`src/design/bipm_pkg.sv`:
```
package bipm_pkg;
    // Source counts and widths
    localparam int NUM_SRC = 24;
    localparam int EXT_SLOTS = 16;
    localparam int NUM_TIMERS = 4;
    localparam int TIMER_W = 16;
    localparam int SLOT_W = 4;

    // Source numbers of the internal sources and of the UART slot
    localparam int SRC_TICK_TIMER_ZERO = 16;
    localparam int SRC_I2C = 20;
    localparam int SRC_DMA_CHANNEL_ZERO_IRQ = 21;
    localparam int SRC_DMA_CHANNEL_ONE_IRQ = 22;
    localparam int SRC_MSG = 23;
    localparam int SRC_UART = 4;

    // Vector of source n is VEC_BASE plus n, 0x10 up to 0x27
    localparam logic [7:0] VEC_BASE = 8'h10;
    localparam logic [7:0] VEC_LAST = 8'h27;
    localparam logic [SLOT_W-1:0] SLOT_LAST = 4'hf;

    typedef logic [3:0] bipm_prio_t;
    localparam bipm_prio_t PRIO_MASKED = 4'h0;
    localparam bipm_prio_t PRIO_TOP = 4'hf;

    // Priorities after reset, source 23 first, source 0 last
    localparam bipm_prio_t [NUM_SRC-1:0] PRIO_RST = {
        4'h7, 4'h7, 4'h7, 4'h4,
        4'h2, 4'h2, 4'hc, 4'hc,
        4'h0, 4'h0, 4'h0, 4'h0, 4'h0, 4'h0,
        4'h1, 4'h1, 4'h0, 4'h0, 4'h6, 4'h8, 4'h7, 4'h7, 4'h1, 4'h1};

    // Priority programming port
    typedef struct packed {
        logic write;
        logic [4:0] index;
        bipm_prio_t value;
    } bipm_prio_wr_t;

    // Tick timer setup
    typedef struct packed {
        logic [NUM_TIMERS-1:0] enable;
        logic [NUM_TIMERS-1:0][TIMER_W-1:0] period;
    } bipm_timer_cfg_t;

    // On-chip unit requests, levels
    typedef struct packed {
        logic i2c;
        logic dma_channel_zero_irq;
        logic dma_channel_one_irq;
        logic msg;
    } bipm_unit_req_t;

    // Request presented to the core
    typedef struct packed {
        logic valid;
        logic [7:0] vector;
        bipm_prio_t prio;
    } bipm_core_req_t;

    typedef struct packed {
        logic [SLOT_W-1:0] slot;
        logic [EXT_SLOTS-1:0] shift;
        logic [EXT_SLOTS-1:0] frame;
    } bipm_demux_st_t;

    typedef struct packed {
        bipm_prio_t [NUM_SRC-1:0] prio;
        logic [NUM_TIMERS-1:0][TIMER_W-1:0] cnt;
        logic [NUM_TIMERS-1:0] tpend;
        bipm_core_req_t req;
    } bipm_ctrl_st_t;
endpackage

```
`src/design/bipm_controller.sv`:
```
`timescale 1ns/1ps
module bipm_controller (
    // Clock and reset
    input wire logic mclk,
    input wire logic resetn,
    // Serial external interrupt line
    input wire logic serSync,
    input wire logic serData,
    // On-chip unit requests
    input wire bipm_pkg::bipm_unit_req_t unitReq,
    // Timer and priority setup
    input wire bipm_pkg::bipm_timer_cfg_t timerCfg,
    input wire bipm_pkg::bipm_prio_wr_t prioWr,
    // Core side
    input wire logic intAck,
    output bipm_pkg::bipm_core_req_t coreReq,
    output logic [bipm_pkg::NUM_TIMERS-1:0] timerTick
);
    import bipm_pkg::*;

    bipm_ctrl_st_t st_ff;
    bipm_ctrl_st_t nxt_st;
    logic [EXT_SLOTS-1:0] extLevels;
    logic [NUM_SRC-1:0] pend;
    logic [NUM_TIMERS-1:0] tick;
    logic [NUM_TIMERS-1:0] tclr;
    logic [4:0] ackIdx;
    bipm_prio_t bestPrio;
    logic [4:0] bestIdx;
    // Checker helper: the table that the shown request was chosen from
    bipm_prio_t [NUM_SRC-1:0] prioPrev_ff;

    // External sources from the time-division line
    bipm_serial_demux demux (
        .mclk(mclk),
        .resetn(resetn),
        .serSync(serSync),
        .serData(serData),
        .extLevels(extLevels)
    );

    // Source vector: external slots, then sticky timer events, then units
    assign pend = {unitReq.msg, unitReq.dma_channel_one_irq, unitReq.dma_channel_zero_irq, unitReq.i2c,
                   st_ff.tpend, extLevels};

    // Source index of the request now shown to the core
    assign ackIdx = 5'(st_ff.req.vector - VEC_BASE);

    always_comb begin
        nxt_st = st_ff;
        tick = '0;
        tclr = '0;
        bestPrio = PRIO_MASKED;
        bestIdx = '0;
        // Tick timers count down while enabled and reload at zero
        for (int t = 0; t < NUM_TIMERS; t++) begin
            if (!timerCfg.enable[t]) begin
                nxt_st.cnt[t] = timerCfg.period[t];
            end else if (st_ff.cnt[t] == '0) begin
                tick[t] = 1'b1;
                nxt_st.cnt[t] = timerCfg.period[t];
            end else begin
                nxt_st.cnt[t] = st_ff.cnt[t] - 1'b1;
            end
            // Ack of a timer vector clears its event
            if (intAck && st_ff.req.valid && ackIdx == 5'(SRC_TICK_TIMER_ZERO + t)) begin
                tclr[t] = 1'b1;
            end
        end
        // A tick in the ack cycle survives the clear
        nxt_st.tpend = (st_ff.tpend & ~tclr) | tick;
        // Priority writes; out of range indexes are dropped
        if (prioWr.write && prioWr.index < 5'(NUM_SRC)) begin
            nxt_st.prio[prioWr.index] = prioWr.value;
        end
        // Strict compare: ties go to the lower source number, and
        // a zero priority never beats the starting value
        for (int i = 0; i < NUM_SRC; i++) begin
            if (pend[i] && st_ff.prio[i] > bestPrio) begin
                bestPrio = st_ff.prio[i];
                bestIdx = 5'(i);
            end
        end
        nxt_st.req.valid = bestPrio != PRIO_MASKED;
        nxt_st.req.vector = VEC_BASE + 8'(bestIdx);
        nxt_st.req.prio = bestPrio;
    end

    // Defaults load on reset, so software starts from the board map
    always_ff @(posedge mclk) begin
        if (!resetn) begin
            st_ff.prio <= PRIO_RST;
            st_ff.cnt <= '0;
            st_ff.tpend <= '0;
            st_ff.req <= '0;
        end else begin
            st_ff <= nxt_st;
        end
    end

    assign coreReq = st_ff.req;
    assign timerTick = tick;

    // Request lags the table by one cycle, so a write must not trip the check
    always_ff @(posedge mclk) begin
        prioPrev_ff <= st_ff.prio;
    end
endmodule

```
`src/design/bipm_serial_demux.sv`:
```
`timescale 1ns/1ps
module bipm_serial_demux (
    // Clock and reset
    input wire logic mclk,
    input wire logic resetn,
    // Serial interrupt line
    input wire logic serSync,
    input wire logic serData,
    // Recovered source levels
    output logic [bipm_pkg::EXT_SLOTS-1:0] extLevels
);
    import bipm_pkg::*;

    bipm_demux_st_t st_ff;
    bipm_demux_st_t nxt_st;
    logic [SLOT_W-1:0] slotNow;

    // One slot per clock; sync marks slot 0 and realigns the count
    always_comb begin
        nxt_st = st_ff;
        slotNow = serSync ? '0 : st_ff.slot;
        nxt_st.shift[slotNow] = serData;
        nxt_st.slot = slotNow + 4'h1;
        if (slotNow == SLOT_LAST) begin
            // Whole frame moves at once, so no source sees a half frame
            nxt_st.frame = nxt_st.shift;
        end
    end

    always_ff @(posedge mclk) begin
        if (!resetn) begin
            st_ff <= '0;
        end else begin
            st_ff <= nxt_st;
        end
    end

    assign extLevels = st_ff.frame;
endmodule

```
`config.mk`:
```
export PLATFORM = sky130hd
export DESIGN_NAME = bipm_controller
export DESIGN_NICKNAME = d
export VERILOG_FILES = /design/src/design/bipm_pkg.sv /design/src/design/bipm_controller.sv /design/src/design/bipm_serial_demux.sv
export SDC_FILE = /design/constraint.sdc
export NUM_CORES = 1
export LEC_CHECK = 0
export BUFFER_PORTS_ARGS = -buffer_cell sky130_fd_sc_hd__buf_4
export CORE_UTILIZATION = 62
export DETAILED_ROUTE_END_ITERATION = 10
export GPL_ROUTABILITY_DRIVEN = 0
export PLACE_DENSITY = 0.82
export SLEW_MARGIN = 20
export SYNTH_ARGS = -nofsm -noshare
export SYNTH_HDL_FRONTEND = slang
export SYNTH_SLANG_ARGS = --single-unit
```
`constraint.sdc`:
```
create_clock -name mclk -period 42.9 [get_ports mclk]
set_input_delay 6.435 -clock mclk [delete_from_list [all_inputs] [get_ports mclk]]
set_output_delay 6.435 -clock mclk [all_outputs]
set_load 0.05 [all_outputs]
```
==> impl_metrics.ini <==
[yosys]
yosysUniqueCellTypes = 98
avgSynthCellArea_um2 = 7.86
yosysWarnings = 0
synth_top_area_cell = dfxtp_1
yosys.area_share.simple_pct = 24.1
synthTopCellsByArea = dfxtp_1 (30%), ha_1 (7.4%), nand2_1 (6.6%)
synth_edf_count = 0
yosys.area.top_type_share_pct = 30.2
synthAdderAreaFrac_pct = 7.57
syn_inst = 1774
synth_top_flop_cell = dfxtp_1
async_flop_share_pct = 0
synth_compound_area_share_pct = 23.6
ys_seq_area_share_pct = 30.2
synth-xor-area-share_pct = 3.58
synth_top_family_by_area = simple AND/OR/NAND/NOR gates
ys_seq_elements = 210
syn-cell-area_um2 = 13900
synth_commonest_cells = nand2_1 (245), dfxtp_1 (210), nor2_1 (137), nand3_1 (135), inv_1 (113)
yosysMostFrequentCell = nand2_1
synthMuxAreaShare_pct = 5.08

[floorplanning]
ioPinCount = 104
rows = 54
die-area_um2 = 23100
coreArea_um2 = 22000
start_util_pct = 63.5
die_w_um = 152
dieHeight_um = 152

[drt]
dr_total_vias = 13000
wl_per_cell_um = 16.7
drc = 10
drtAntennaViolNets = 0
drt_wl_total_mm = 35.3
first_iter_violations = 1015
via_per_inst = 6.14
drt_first_pass_iters = 9

[placed_design]
place_hpwl_mm = 25.2
dpl_worst_slack_ns = 4.43
port_buffers = 101

[worst_setup_path]
critPathMaxFanout = 10
cp_data_arrival_time_ns = 39.72
start_kind = register
crit_path_end_kind = register
reg2reg_to = coreReq[12]$_SDFF_PN0_
critPathRequiredTime_ns = 43.29
slowest_delay_ns = 0.59
critPathSlowestCell = o211ai_1
cpMostUsedCell = ha_1
r2r_slack_ns = 3.57
timing.rr.start = demux.extLevels[0]$_SDFFE_PN0P_
r2r_cells = 180
critical_path_class = reg -> reg

[finish]
drive_above_1_share_pct = 11.7
n_antenna_cell = 0
areaGrowthSynthToFinish_pct = 11.1
finalNetCount = 1991

[outcome]
outcome = finished, violations left
violations = DRC

[cts]
clkSinkCount = 210
postCtsSetupBuffers = 0
cts_tree = built
cts-resized-gates = 0
holdBufCountCts = 0
clkLatencyLatePin_ns = 0.51
cts_made_buffers = 23
clk_pin_slew_worst_paths_ns = 0.06
cts-htree-levels = 1
clockBufferDepth = 3
cts-root-buf = clkbuf_16

[timing]
final_hold_viol_count = 0
fmax_mhz = 25.4
fin_skew_ns = 0.0131
rsz0062_at_grt = no
slew_violations = 0
timing.final.ws_setup_ns = 3.57
relSlewSlack_pct = 33.6
final-setup-viol-count = 0
setup_tns_ns = 0
worstMarginPinSlew_ns = 0.987
fin_crit_sh_pct = 91.7
period_needed_ns = 39.33

[hold_path]
holdPathEnd = demux.extLevels[7]$_SDFFE_PN0P_
hold_path_depth = 2
hold_start = demux.st_ff[23]$_SDFF_PN0_
min_path_type = reg -> reg

[pwr]
cellLeakagePower_uw = 0.00641
power_density_nw_per_um2 = 30.6
ir_worst_vdd_mv = 0.0268

[grt]
antenna_found_initial = 0
grt_pass1_wl_mm = 58.9
first_global_vias = 12400
grt_max_degree = 108
gr-usage-all-layers_pct = 30.1
grt_overflow_total = 0

[flow_run]
maxCapViolCount = 0
-- how the worst max path moves through the flow --
| stage | from | endpoint | slack, ns | cells past startpoint |
|---|---|---|---|---|
| floorplan | demux.extLevels[0]$_SDFFE_PN0P_ | coreReq[12]$_SDFF_PN0_ | 8.61 | 178 |
| global placement | demux.extLevels[0]$_SDFFE_PN0P_ | coreReq[12]$_SDFF_PN0_ | 6.04 | 180 |
| detailed placement | demux.extLevels[0]$_SDFFE_PN0P_ | coreReq[12]$_SDFF_PN0_ | 4.43 | 178 |
| CTS | demux.extLevels[0]$_SDFFE_PN0P_ | coreReq[12]$_SDFF_PN0_ | 4.24 | 179 |
| global route | demux.extLevels[0]$_SDFFE_PN0P_ | coreReq[12]$_SDFF_PN0_ | 0.76 | 182 |
| finish | demux.extLevels[0]$_SDFFE_PN0P_ | coreReq[12]$_SDFF_PN0_ | 3.57 | 180 |
-- through the flow --
stage               power (uW)  utilization, %  instance area [um^2]  instances  hold slack (ns)
detailed placement         286            67.2                 14800       2077            0.447
global route               493            70.5                 15500       2117            0.475
floorplan                  267               -                 13900       1775            0.432
CTS                        477            70.5                 15500       2117            0.456
finish                     474            70.5                 15500       2117            0.454
global placement           284            67.2                 14800       2077            0.444
-- cells by family after synthesis --
group,after synthesis
compound gates,437
xor+xnor,57
fa+ha+maj,85
buf+inv,203
flops,210
mux,68
other cells,1
simple gates,713
-- sequential cells by signal (all words and copies together) (netlist names) --
name / count
pend: 4
demux.extLevels: 16
demux.st_ff: 19
coreReq: 11
st_ff: 160
-- layout make-up --
cell class	count	area, um^2
Clock inverter	8	80.1
Sequential cell	210	4200
Fill cell	1779	6470
Clock buffer	32	639
Tap cell	280	350
Timing Repair Buffer	112	845
Multi-Input combinational cell	1362	8940
Inverter	113	427
-- cell usage in the layout (no fill, tap or decap), types with 8 or more instances in the layout --
cell type  netlist  routed
xnor2_1         33      33
mux2i_1         46      46
o21a_1          18      18
and2_1          28      28
nor2b_1         18      17
nand3_1        135     135
or3_1           12      12
mux2_2          21      21
o211ai_1        15      15
nor2_1         137     136
a21o_1          20      20
o211a_1         45      45
o31ai_1         10      10
a211oi_1        38      38
clkbuf_16        0      23
a31oi_1         20      20
a21oi_1        112     112
o21ai_0         46      46
nand4_1         18      18
and3_1          17      17
nand3b_1         8       8
dfxtp_1        210     210
nand2_1        245     245
xor2_1          24      24
ha_1            82      82
nor3_1          30      30
buf_4           13     111
nor4_1          17      17
nand2b_1        17      17
inv_1          113     112
-- per-layer routing --
metal | part of all wire (%) | vias to the layer above | global-route usage (%) | wire length, um
met5 | 0 | - | 0 | 0
met4 | 3.0 | 0 | 9.91 | 1050
met3 | 5.9 | 75 | 3.99 | 2090
met2 | 47 | 418 | 51.2 | 16500
met1 | 44 | 6047 | 39.5 | 15700
li1 | - | 6459 | - | -
-- power breakdown --
part	total, uW	internal, uW	leakage, uW	switching (uW)
combinational	72.8	29.5	0.00436	43.3
clock	191	110	0.000343	80.8
sequential	210	203	0.00171	6.95
total	474	343	0.00641	131
-- critical path, delay by kind of cell, from the launching register on --
kind | cells | cell delay (ns)
mux | 8 | 2.69
simple gates | 50 | 9.08
compound gates | 81 | 18.60
buf+inv | 15 | 0.99
flops | 1 | 0.43
fa+ha+maj | 26 | 7.39
Power figures use the tool's default switching activity.
